**src/rtl/scl_cfg.svh**
```systemverilog
// Purpose: constants for the serial computer link host controller
// Assumes: 250 MHz pclk, character UART outside this block
// Notes:   offsets are byte addresses on the APB register window
`ifndef SCL_CFG_SVH
`define SCL_CFG_SVH

`define SCL_STX        8'h02
`define SCL_ETX        8'h03
`define SCL_EOT        8'h04
`define SCL_ENQ        8'h05
`define SCL_ACK        8'h06
`define SCL_LF         8'h0a
`define SCL_CLEAR_CODE 8'h0c
`define SCL_CR         8'h0d
`define SCL_NAK        8'h15

`define SCL_CTRL_NO    4'hf
`define SCL_MULTI_WAIT 4'h7

`define SCL_A_CTRL     8'h00
`define SCL_A_CMD      8'h04
`define SCL_A_TXDATA   8'h08
`define SCL_A_STATUS   8'h0c
`define SCL_A_RXDATA   8'h10

`define SCL_C_START    0
`define SCL_C_FMT4     1
`define SCL_C_SUMEN    2
`define SCL_C_READ     3
`define SCL_C_ABORT    4
`define SCL_C_FLUSH    5
`define SCL_C_MULTI    6
`define SCL_C_STN_LO   8
`define SCL_C_WAIT_LO  12

`define SCL_CLK_MHZ    250
`define SCL_GAP_US     100
`define SCL_GAP_CYC    (`SCL_GAP_US * `SCL_CLK_MHZ)
`define SCL_RESP_MS    1000
`define SCL_RESP_CYC   (`SCL_RESP_MS * 1000 * `SCL_CLK_MHZ)
`define SCL_DEPTH      16

`endif

```
**src/rtl/scl_pkg.sv**
```systemverilog
// Purpose: types shared by the serial computer link host controller
// Assumes: binary state codes
// Notes:   constants live in scl_cfg.svh
package scl_pkg;

  typedef enum logic [1:0] {
    SCL_IDLE = 2'b00,
    SCL_SEND = 2'b01,
    SCL_RESP = 2'b10,
    SCL_GAP  = 2'b11
  } scl_state_t;

  typedef enum logic [3:0] {
    TP_LEAD = 4'b0000, TP_STH = 4'b0001, TP_STL = 4'b0010, TP_PCH = 4'b0011,
    TP_PCL  = 4'b0100, TP_CM1 = 4'b0101, TP_CM2 = 4'b0110, TP_WT  = 4'b0111,
    TP_DAT  = 4'b1000, TP_SMH = 4'b1001, TP_SML = 4'b1010, TP_CR  = 4'b1011,
    TP_LF   = 4'b1100, TP_END = 4'b1101
  } scl_tph_t;

  typedef enum logic [2:0] {
    RP_HUNT = 3'b000, RP_HDR = 3'b001, RP_DAT = 3'b010, RP_SMH = 3'b011,
    RP_SML  = 3'b100, RP_COD = 3'b101, RP_CR  = 3'b110, RP_LF  = 3'b111
  } scl_rph_t;

  typedef enum logic [1:0] {
    K_REQ   = 2'b00,
    K_CLOSE = 2'b01,
    K_CLR   = 2'b10
  } scl_kind_t;

endpackage : scl_pkg

```
**src/rtl/scl_hex.sv**
```systemverilog
// Purpose: ASCII hex digit encode and decode
// Assumes: upper-case digits only
// Notes:   purely combinational
`timescale 1ns/1ns
module scl_hex (
  input  wire logic [3:0] nib_in,
  output logic      [7:0] asc_out,
  input  wire logic [7:0] asc_in,
  output logic      [3:0] nib_out
);

  always_comb begin
    if (nib_in < 4'ha) begin
      asc_out = 8'h30 + {4'h0, nib_in};
    end else begin
      asc_out = 8'h37 + {4'h0, nib_in};
    end
  end

  // anything outside 0-9/A-F decodes to zero and fails the sum compare unless that sum nibble is zero
  always_comb begin
    if (asc_in >= 8'h30 && asc_in <= 8'h39) begin
      nib_out = asc_in[3:0];
    end else if (asc_in >= 8'h41 && asc_in <= 8'h46) begin
      nib_out = asc_in[3:0] + 4'h9;
    end else begin
      nib_out = 4'h0;
    end
  end

endmodule : scl_hex

```
**src/rtl/scl_host.sv**
```systemverilog
// Purpose: host end of the serial computer link, driven by software over APB
// Assumes: a UART outside moves the characters; tx/rx ports carry whole bytes
// Notes:   payload bytes are already-encoded ASCII supplied by software
`timescale 1ns/1ns
`include "scl_cfg.svh"
module scl_host
  import scl_pkg::*;
#(
  parameter int          DEPTH    = `SCL_DEPTH,
  parameter logic [31:0] GAP_CYC  = `SCL_GAP_CYC,
  parameter logic [31:0] RESP_CYC = `SCL_RESP_CYC
) (
  input  wire logic        pclk,
  input  wire logic        presetn,
  input  wire logic [7:0]  paddr,
  input  wire logic        psel,
  input  wire logic        penable,
  input  wire logic        pwrite,
  input  wire logic [31:0] pwdata,
  output logic      [31:0] prdata,
  output logic             pready,
  output logic             pslverr,
  output logic             tx_valid,
  output logic      [7:0]  tx_data,
  input  wire logic        tx_ready,
  input  wire logic        rx_valid,
  input  wire logic [7:0]  rx_data,
  output logic             busy
);

  localparam int IW = $clog2(DEPTH);

  typedef struct packed {
    scl_state_t             st;
    scl_tph_t               ph;
    scl_rph_t               rph;
    scl_kind_t              kind;
    logic [7:0]             lead;
    logic [IW:0]            didx;
    logic [7:0]             sum;
    logic [31:0]            tmr;
    logic [3:0]             stn;
    logic [3:0]             wt;
    logic                   fmt4;
    logic                   sum_en;
    logic                   rd;
    logic                   multi;
    logic [15:0]            cmd;
    logic [DEPTH-1:0][7:0]  txb;
    logic [IW:0]            txlen;
    logic [DEPTH-1:0][7:0]  rxb;
    logic [IW:0]            rxlen;
    logic [IW:0]            rxptr;
    logic [7:0]             rkind;
    logic [7:0]             rsum;
    logic [3:0]             rsh;
    logic [1:0]             rcnt;
    logic                   done;
    logic                   nak;
    logic                   serr;
    logic                   tmo;
    logic                   ok;
    logic                   txv;
    logic [7:0]             txd;
    logic                   pack;
    logic [31:0]            prd;
    logic                   perr;
  } scl_host_t;

  scl_host_t s_r;
  scl_host_t s_nxt;

  logic [3:0] enc_nib;
  logic [7:0] enc_asc;
  logic [3:0] dec_nib;
  logic [3:0] wt_eff;
  logic [7:0] chr;
  logic       apb_go;

  scl_hex u_hex (
    .nib_in  (enc_nib),
    .asc_out (enc_asc),
    .asc_in  (rx_data),
    .nib_out (dec_nib)
  );

  // multidrop one-pair lines need the longer turnaround
  assign wt_eff = (s_r.multi && s_r.wt < `SCL_MULTI_WAIT) ? `SCL_MULTI_WAIT : s_r.wt;

  ////////////////////////////////////////////////////////////////////////////
  // character of the current transmit phase

  always_comb begin
    enc_nib = 4'h0;
    chr     = 8'h00;
    case (s_r.ph)
      TP_LEAD: chr = s_r.lead;
      TP_STH: begin
        enc_nib = 4'h0;
        chr     = enc_asc;
      end
      TP_STL: begin
        enc_nib = s_r.stn;
        chr     = enc_asc;
      end
      TP_PCH, TP_PCL: begin
        enc_nib = `SCL_CTRL_NO;
        chr     = enc_asc;
      end
      TP_CM1: chr = s_r.cmd[15:8];
      TP_CM2: chr = s_r.cmd[7:0];
      TP_WT: begin
        enc_nib = wt_eff;
        chr     = enc_asc;
      end
      TP_DAT: chr = s_r.txb[s_r.didx[IW-1:0]];
      TP_SMH: begin
        enc_nib = s_r.sum[7:4];
        chr     = enc_asc;
      end
      TP_SML: begin
        enc_nib = s_r.sum[3:0];
        chr     = enc_asc;
      end
      TP_CR:   chr = `SCL_CR;
      TP_LF:   chr = `SCL_LF;
      default: chr = 8'h00;
    endcase
  end

  ////////////////////////////////////////////////////////////////////////////
  // next state

  assign apb_go = psel && penable && s_r.pack;

  always_comb begin
    logic     tail;
    logic     fin;
    scl_tph_t tl;
    tail  = 1'b0;
    fin   = 1'b0;
    s_nxt = s_r;
    tl    = s_r.fmt4 ? TP_CR : TP_END;
    case (s_r.st)
      SCL_IDLE: s_nxt.tmr = 32'h0;
      SCL_SEND: begin
        if (!s_r.txv || tx_ready) begin
          if (s_r.ph == TP_END) begin
            s_nxt.txv = 1'b0;
            s_nxt.tmr = 32'h0;
            if (s_r.kind == K_REQ) begin
              s_nxt.st  = SCL_RESP;
              s_nxt.rph = RP_HUNT;
            end else begin
              s_nxt.st   = SCL_GAP;
              s_nxt.done = 1'b1;
            end
          end else begin
            s_nxt.txv = 1'b1;
            s_nxt.txd = chr;
            if (s_r.kind == K_REQ && s_r.ph >= TP_STH && s_r.ph <= TP_DAT) begin
              s_nxt.sum = s_r.sum + chr;
            end
            case (s_r.ph)
              TP_LEAD: s_nxt.ph = (s_r.kind == K_CLR) ? TP_END : TP_STH;
              TP_STH:  s_nxt.ph = TP_STL;
              TP_STL:  s_nxt.ph = TP_PCH;
              TP_PCH:  s_nxt.ph = TP_PCL;
              TP_PCL:  s_nxt.ph = (s_r.kind == K_CLOSE) ? tl : TP_CM1;
              TP_CM1:  s_nxt.ph = TP_CM2;
              TP_CM2:  s_nxt.ph = TP_WT;
              TP_WT: begin
                if (s_r.txlen != '0) begin
                  s_nxt.ph = TP_DAT;
                end else begin
                  s_nxt.ph = s_r.sum_en ? TP_SMH : tl;
                end
              end
              TP_DAT: begin
                s_nxt.didx = s_r.didx + 1'b1;
                if (s_r.didx + 1'b1 == s_r.txlen) begin
                  s_nxt.ph = s_r.sum_en ? TP_SMH : tl;
                end
              end
              TP_SMH:  s_nxt.ph = TP_SML;
              TP_SML:  s_nxt.ph = tl;
              TP_CR:   s_nxt.ph = TP_LF;
              default: s_nxt.ph = TP_END;
            endcase
          end
        end
      end
      SCL_RESP: begin
        if (rx_valid) begin
          s_nxt.tmr = 32'h0;
          case (s_r.rph)
            RP_HUNT: begin
              // idle-line garbage and framing noise never start a reply
              if (rx_data == `SCL_STX || rx_data == `SCL_ACK || rx_data == `SCL_NAK) begin
                s_nxt.rkind = rx_data;
                s_nxt.rph   = RP_HDR;
                s_nxt.rcnt  = 2'd0;
                s_nxt.rsum  = 8'h00;
              end
            end
            RP_HDR: begin
              s_nxt.rsum = s_r.rsum + rx_data;
              s_nxt.rcnt = s_r.rcnt + 2'd1;
              if (s_r.rcnt == 2'd3) begin
                if (s_r.rkind == `SCL_STX) begin
                  s_nxt.rph = RP_DAT;
                end else if (s_r.rkind == `SCL_NAK) begin
                  s_nxt.rph  = RP_COD;
                  s_nxt.rcnt = 2'd0;
                end else begin
                  tail = 1'b1;
                end
              end
            end
            RP_DAT: begin
              s_nxt.rsum = s_r.rsum + rx_data;
              if (rx_data == `SCL_ETX) begin
                if (s_r.sum_en) begin
                  s_nxt.rph = RP_SMH;
                end else begin
                  tail = 1'b1;
                end
              end else if (s_r.rxlen < (IW+1)'(DEPTH)) begin
                s_nxt.rxb[s_r.rxlen[IW-1:0]] = rx_data;
                s_nxt.rxlen                  = s_r.rxlen + 1'b1;
              end
            end
            RP_SMH: begin
              s_nxt.rsh = dec_nib;
              s_nxt.rph = RP_SML;
            end
            RP_SML: begin
              if ({s_r.rsh, dec_nib} != s_r.rsum) begin
                s_nxt.serr = 1'b1;
              end
              tail = 1'b1;
            end
            RP_COD: begin
              if (s_r.rxlen < (IW+1)'(DEPTH)) begin
                s_nxt.rxb[s_r.rxlen[IW-1:0]] = rx_data;
                s_nxt.rxlen                  = s_r.rxlen + 1'b1;
              end
              s_nxt.rcnt = s_r.rcnt + 2'd1;
              tail       = (s_r.rcnt == 2'd1);
            end
            RP_CR:   s_nxt.rph = RP_LF;
            RP_LF:   fin = 1'b1;
            default: s_nxt.rph = RP_HUNT;
          endcase
          if (tail) begin
            if (s_r.fmt4) begin
              s_nxt.rph = RP_CR;
            end else begin
              fin = 1'b1;
            end
          end
          if (fin) begin
            s_nxt.rph = RP_HUNT;
            s_nxt.tmr = 32'h0;
            if (s_r.rkind == `SCL_STX && s_r.rd) begin
              // closing block: acknowledge good data, refuse a bad sum
              s_nxt.st   = SCL_SEND;
              s_nxt.kind = K_CLOSE;
              s_nxt.lead = s_nxt.serr ? `SCL_NAK : `SCL_ACK;
              s_nxt.ph   = TP_LEAD;
            end else begin
              s_nxt.st   = SCL_GAP;
              s_nxt.done = 1'b1;
              s_nxt.ok   = (s_r.rkind == `SCL_ACK);
              s_nxt.nak  = (s_r.rkind == `SCL_NAK);
            end
          end
        end else if (s_r.tmr == RESP_CYC - 32'd1) begin
          // silent device: end of transmission resets its sequence
          s_nxt.tmo  = 1'b1;
          s_nxt.st   = SCL_SEND;
          s_nxt.kind = K_CLR;
          s_nxt.lead = `SCL_EOT;
          s_nxt.ph   = TP_LEAD;
        end else begin
          s_nxt.tmr = s_r.tmr + 32'd1;
        end
      end
      SCL_GAP: begin
        if (s_r.tmr >= GAP_CYC - 32'd1) begin
          s_nxt.st = SCL_IDLE;
        end else begin
          s_nxt.tmr = s_r.tmr + 32'd1;
        end
      end
      default: s_nxt.st = SCL_IDLE;
    endcase

    //////////////////////////////////////////////////////////////////////////
    // apb slave: one wait cycle so read data comes from a flop

    s_nxt.pack = psel && penable && !s_r.pack;
    if (psel && penable && !s_r.pack) begin
      s_nxt.perr = 1'b0;
      case (paddr)
        `SCL_A_CTRL: begin
          s_nxt.prd = {16'h0, s_r.wt, s_r.stn, 1'b0, s_r.multi, 2'b0, s_r.rd,
                       s_r.sum_en, s_r.fmt4, 1'b0};
        end
        `SCL_A_CMD:    s_nxt.prd = {16'h0, s_r.cmd};
        `SCL_A_TXDATA: s_nxt.prd = {24'h0, 8'(s_r.txlen)};
        `SCL_A_STATUS: begin
          s_nxt.prd = {16'h0, 8'(s_r.rxlen), 2'b0, s_r.ok, s_r.tmo, s_r.serr,
                       s_r.nak, s_r.done, s_r.st != SCL_IDLE};
        end
        `SCL_A_RXDATA: begin
          s_nxt.prd = (s_r.rxptr < s_r.rxlen) ? {24'h0, s_r.rxb[s_r.rxptr[IW-1:0]]} : 32'h0;
        end
        default: begin
          s_nxt.prd  = 32'h0;
          s_nxt.perr = 1'b1;
        end
      endcase
    end
    if (apb_go && !pwrite && paddr == `SCL_A_RXDATA && s_r.rxptr < s_r.rxlen) begin
      s_nxt.rxptr = s_r.rxptr + 1'b1;
    end
    if (apb_go && pwrite && s_r.st == SCL_IDLE) begin
      case (paddr)
        `SCL_A_CTRL: begin
          s_nxt.fmt4   = pwdata[`SCL_C_FMT4];
          s_nxt.sum_en = pwdata[`SCL_C_SUMEN];
          s_nxt.rd     = pwdata[`SCL_C_READ];
          s_nxt.multi  = pwdata[`SCL_C_MULTI];
          s_nxt.stn    = pwdata[`SCL_C_STN_LO +: 4];
          s_nxt.wt     = pwdata[`SCL_C_WAIT_LO +: 4];
          if (pwdata[`SCL_C_FLUSH]) begin
            s_nxt.txlen = '0;
            s_nxt.rxptr = '0;
          end
          if (pwdata[`SCL_C_START]) begin
            s_nxt.st    = SCL_SEND;
            s_nxt.kind  = K_REQ;
            s_nxt.lead  = `SCL_ENQ;
            s_nxt.ph    = TP_LEAD;
            s_nxt.sum   = 8'h00;
            s_nxt.didx  = '0;
            s_nxt.rxlen = '0;
            s_nxt.rxptr = '0;
            s_nxt.done  = 1'b0;
            s_nxt.nak   = 1'b0;
            s_nxt.serr  = 1'b0;
            s_nxt.tmo   = 1'b0;
            s_nxt.ok    = 1'b0;
          end
        end
        `SCL_A_CMD: s_nxt.cmd = pwdata[15:0];
        `SCL_A_TXDATA: begin
          if (s_r.txlen < (IW+1)'(DEPTH)) begin
            s_nxt.txb[s_r.txlen[IW-1:0]] = pwdata[7:0];
            s_nxt.txlen                  = s_r.txlen + 1'b1;
          end
        end
        default: s_nxt.txlen = s_r.txlen;
      endcase
    end
    // abort only where no character is pending on the tx handshake
    if (apb_go && pwrite && paddr == `SCL_A_CTRL && pwdata[`SCL_C_ABORT]
        && !pwdata[`SCL_C_START] && (s_r.st == SCL_IDLE || s_r.st == SCL_RESP)) begin
      s_nxt.st   = SCL_SEND;
      s_nxt.kind = K_CLR;
      s_nxt.lead = `SCL_CLEAR_CODE;
      s_nxt.ph   = TP_LEAD;
      s_nxt.rph  = RP_HUNT;
    end
  end

  always_ff @(posedge pclk or negedge presetn) begin
    if (!presetn) begin
      s_r <= '0;
    end else begin
      s_r <= s_nxt;
    end
  end

  assign prdata   = s_r.prd;
  assign pready   = psel && penable && s_r.pack;
  assign pslverr  = pready && s_r.perr;
  assign tx_valid = s_r.txv;
  assign tx_data  = s_r.txd;
  assign busy     = s_r.st != SCL_IDLE;

endmodule : scl_host

```
**config.mk**
```make
export PLATFORM = sky130hd
export DESIGN_NAME = scl_host
export DESIGN_NICKNAME = d
export VERILOG_FILES = /design/src/rtl/scl_pkg.sv /design/src/rtl/scl_hex.sv /design/src/rtl/scl_host.sv
export VERILOG_INCLUDE_DIRS = /design/src /design/src/rtl
export SDC_FILE = /design/constraint.sdc
export NUM_CORES = 1
export LEC_CHECK = 0
export ABC_AREA = 1
export BUFFER_PORTS_ARGS = -buffer_cell sky130_fd_sc_hd__buf_2
export CORE_UTILIZATION = 61
export DETAILED_ROUTE_END_ITERATION = 16
export PLACE_DENSITY = 0.79
export SETUP_SLACK_MARGIN = 0.3
export SLEW_MARGIN = 5
export SYNTH_ARGS = -nofsm -noshare
export SYNTH_HDL_FRONTEND = slang
export SYNTH_SLANG_ARGS = --single-unit
```
**constraint.sdc**
```tcl
create_clock -name pclk -period 3.85 [get_ports pclk]
set_input_delay 0.77 -clock pclk [delete_from_list [all_inputs] [get_ports pclk]]
set_output_delay 0.77 -clock pclk [all_outputs]
set_load 0.005 [all_outputs]
```
---- After elaboration in Yosys (flattened, before gate mapping) ----
Index checks and enable logic that the tools add are counted.
storage, ports and cells
  flip-flop bits (word level) ............. 433
  word-level logic and storage cells ...... 333
  input bits .............................. 55
operators by class
  reductions and logical operators ........ 58
  equality and inequality tests ........... 53
  add/subtract/negate cells ............... 11
  bitwise logic cells ..................... 1
  multiplexer cells ....................... 128
  magnitude comparators ................... 18
operators with widths
  operator                                                                               count
  133-bit 2-to-1 mux                                                                     2
  133-bit case mux with 2 select lines                                                   1
  128-bit bitwise mux                                                                    2
  32-bit 2-to-1 mux                                                                      4
  32-bit case mux with 4 select lines                                                    1
  16-bit case mux with 5 select lines                                                    1
  10-bit 2-to-1 mux                                                                      7
  23-bit 2-to-1 mux                                                                      3
  8-bit binary-select mux with 4-bit select                                              2
  8-bit demux with 4-bit select                                                          2
  8-bit 2-to-1 mux                                                                       8
  8-bit case mux with 7 select lines                                                     1
  5-bit 2-to-1 mux                                                                       11
  3-bit 2-to-1 mux                                                                       17
  4-bit case mux with 12 select lines                                                    1
  45-bit 2-to-1 mux                                                                      1
  19-bit 2-to-1 mux                                                                      2
  4-bit 2-to-1 mux                                                                       9
  32-bit by 1-bit adder with 32-bit output, second input constant                        1
  32-bit by 28-bit == test with 1-bit output, second input constant                      1
  32-bit by 15-bit greater-or-equal comparator with 1-bit output, second input constant  1
  6-bit 2-to-1 mux                                                                       5
  1-bit 2-to-1 mux                                                                       27
  13-bit 2-to-1 mux                                                                      2
  62 further kinds                                                                       157

---- Logic depth before layout (Yosys ltp) ----
  depth after elaboration ................. 18
  mapped depth ............................ 23
  mapped depth without buffers ............ 23

---- By module ----
A second synthesis with hierarchy kept.
unflattened totals
  cells, all modules ...................... 3,018
  area total of the unflattened synthesis .. 22,856.9 um2
modules (own cells, without submodules)
  module    area each (um2)  instances  seq. area each (um2)  cells each
  scl_host  22,572.9         1          10,435.0              2,966
  scl_hex   284.0            1          0.0                   52

---- Least setup slack after synthesis ----
OpenSTA, ideal clock, no wires.
  path kind ............................... register -> register
  from .................................... reg s_r[429] (netlist name)
  to ...................................... reg s_r[407] (netlist name)
  clock period less this slack ............ 3,083 ps
  data arrival time ....................... 2,989 ps
  data required time ...................... 3,756 ps
  stages on the path, launching flop included .. 20
  path slack .............................. 767 ps
  path through ............................ dfrtp_1 -> nor2_1 -> inv_1 -> o22ai_1 -> a21oi_1 -> nand2_1 -> nor2_1 -> nor2_1 -> or2_2 -> nand3_1 -> ha_1 -> fa_1 -> nand2_1 -> nand2_1 -> a21oi_1 -> o21ai_0 -> a21oi_1 -> xnor2_1 -> nor2_1 -> a211oi_1
RTL lines
  what                    line             RTL
  start, declared         scl_host.sv:70   scl_host_t s_r;
  start signal, assigned  scl_host.sv:382  s_r <= s_nxt;

==> flow_summary_export.csv <==
group,metric,value,unit
finish,fin_cells,3439,
sta,setup_viol,0,
die,die_h,196,um
finish,synthToLayoutAreaGrowth,8.88,%
yosys,synthCells,2943,
grt,grt_pass1_wl,104000,um
place,placed_area,23300,um^2
run,timing.max_cap.violations,0,
setup_path,crit_required,4310,ps
detailed_routing,wirelength,64600,um
sta,hold_viol_final,0,
grt,grt_max_degree,87,
yosys,yosysSeqAreaShare,45.6,%
clocking,cts-buffers-inserted,45,
sta,finClkSkew,26.3,ps
sta,tns,0,ps
finish,final_cell_area,24900,um^2
sta,final_max_slew_viol_count,0,
setup_path,critical_path.max_fanout,31,
sta,tightest_slew,861,ps
die,num_io_pins,99,
setup_path,crit_path_end,"s_r[408]$_DFF_PN0_",
sta,fin_crit_sh,87.0,%
die,coreArea,36800,um^2
power,vdd_ir_drop_max,346,uV
die,die_area,38300,um^2
finish,layout_common_cells,"667 x nand2_1, 421 x o21ai_0, 411 x dfrtp_1",
grt,grt_pass1_vias,19600,
setup_path,critPathLaunchType,"flop",
setup_path,r2r-end,"s_r[408]$_DFF_PN0_",
yosys,synth_area_per_cell,7.77,um^2
clocking,clockRootBuffer,"clkbuf_16",
finish,drive_gt1_share,9.36,%
setup_path,rrSetupSlack,500,ps
yosys,synth_cell_types,57,
detailed_routing,drt_iter0_drc,2182,
grt,track_usage,34.4,%
yosys,yosys.area.top_type,"dfrtp_1",
yosys,async_flop_share,100,%
finish,final_nets,3032,
setup_path,cp-startpoint,"s_r[409]$_DFF_PN0_",
clocking,cts_tree,"built",
place,port_buffers,66,
yosys,syn-cell-area,22900,um^2
yosys,synth_edf_count,0,
detailed_routing,final_antenna_net_count,0,
clocking,htree_levels,2,
sta,slew_headroom,42.5,%
power,power.density,437,nW/um^2
setup_path,critical_path_class,"reg -> reg",
yosys,ys_top_cells_by_area,"dfrtp_1 46%, nand2_1 11%, o21ai_0 9.2%",
power,leakage,12.1,nW
clocking,clock_sinks,417,
place,dpl.cell_count,3352,
status,status,"complete, no violations",
die,initial_core_util,62.2,%
die,row_count,70,
detailed_routing,drc,0,
sta,rsz0062_at_grt,"false",
setup_path,critPathArrivalTime,3810,ps
sta,hold_slack,185,ps
place,gp_congestion,0.946,
clocking,path_clk_slew,60,ps
yosys,synth_seq_cells,417,
finish,final_common_cell,"nand2_1",
setup_path,r2r_start,"s_r[409]$_DFF_PN0_",
setup_path,worstSetupEndpointType,"flop",
finish,diodes,0,
worst_hold_path,worstHoldPathType,"in -> async",
place,dp_slack,290,ps
sta,min_period,3350,ps
detailed_routing,route.detailed.wl_per_inst,18.8,um
clocking,clockBufferDepth,3,
grt,overflow,0,
sta,setup_ws,501,ps
place,place_hpwl,44900,um
yosys,synth_flop_cell,"dfrtp_1",
die,die_x,196,um
setup_path,r2r_cells,18,
detailed_routing,vias,20600,
sta,clock.fmax,299,MHz
yosys,synth.yosys.warnings,0,
yosys,synth_top_area_share,45.6,%
clocking,worstSkewPairLatency,590,ps
detailed_routing,first_pass_iters,9,
grt,antenna_found_initial,0,
finish,final_util,67.7,%
power,total_power,10.9,mW
detailed_routing,via_per_inst,5.99,
==> worst min-delay path by stage <==
| stage | startpoint | to | slack (ps) | cells after the start |
|---|---|---|---|---|
| global placement | s_r[69]$_DFFE_PN0P_ | s_r[69]$_DFFE_PN0P_ | 450 | 2 |
| detailed placement | s_r[68]$_DFFE_PN0P_ | s_r[68]$_DFFE_PN0P_ | 450 | 2 |
| global route | presetn | s_r[174]$_DFFE_PN0P_ | 230 | 1 |
| floorplan | s_r[416]$_DFF_PN0_ | s_r[416]$_DFF_PN0_ | 430 | 2 |
| CTS | presetn | s_r[155]$_DFFE_PN0P_ | 210 | 1 |
| finish | presetn | s_r[173]$_DFFE_PN0P_ | 190 | 1 |
==> cell families after synthesis <==
logic type,count (synthesis),synth area share [%]
AOI/OAI and AO/OA,701,16.7
xor gates and xnor gates,47,1.80
adders and majority gates,42,2.36
buffers and inverters,508,9.45
DFF,417,45.6
muxes,38,1.70
other,1,0.0164
and+or+nand+nor,1189,22.3
==> what timing repair did <==
action / in CTS / in global routing
endpoints found under the hold margin: 0 / 0
resized for setup: 1 / 27
endpoints found under the setup margin: 1 / 2
hold buffers: 0 / 0
setup buffers: 0 / 4
gates cloned: 0 / 0
pin swaps: 0 / 2
==> power breakdown <==
part           total (mW)  switching, mW  internal [mW]
sequential           4.69          0.149           4.54
combinational        1.78           1.19          0.588
clock                4.43           1.83           2.60
==> area by class of cell <==
type | count | area (um^2)
fillers | 3022 | 11900
flip-flops and latches | 417 | 10400
inverters | 335 | 1260
clock inverters | 17 | 170
repair buffers | 103 | 668
clock buffers | 66 | 1370
well taps | 468 | 586
multi-input cells | 2033 | 10400
==> layer usage <==
metal  wire length, um  global-route usage (%)  share of wire (%)  vias up
li1                  -                       -                  -     9646
met1             26700                    47.4                 41     9861
met2             29700                    53.5                 46      932
met3              5520                    5.84                8.5      168
met4              2710                    15.8                4.2        0
met5                 0                       0                  0        -
==> synth_stat cells (35+ instances only) <==
master    instances
nor2_1          248
o21ai_1          40
ha_1             40
nand3_1         111
nand2_1         670
a21oi_1         115
dfrtp_1         417
clkbuf_1        102
o21ai_0         422
buf_4            43
nand4_1          35
nor3_1           50
inv_1           310
==> critical path: stages (launching register included) <==
cell	delay, ps
dfrtp_2	410
buf_4	250
buf_4	240
o21ai_0	200
o221ai_1	140
o211ai_1	110
nand2_1	140
a21oi_2	210
nand3_1	170
ha_1	370
nand2_1	80
inv_1	60
a221oi_1	260
and2_1	190
nand3_1	90
nand3_1	130
nand2_1	60
nand2_1	50
nor2_1	40
==> sequential cells by signal, indices dropped and copies added, names as in the netlist <==
register,flops
prdata,16
tx_data,8
s_r,392
tx_valid,1
No activity file was read; power rests on OpenSTA's default activity.
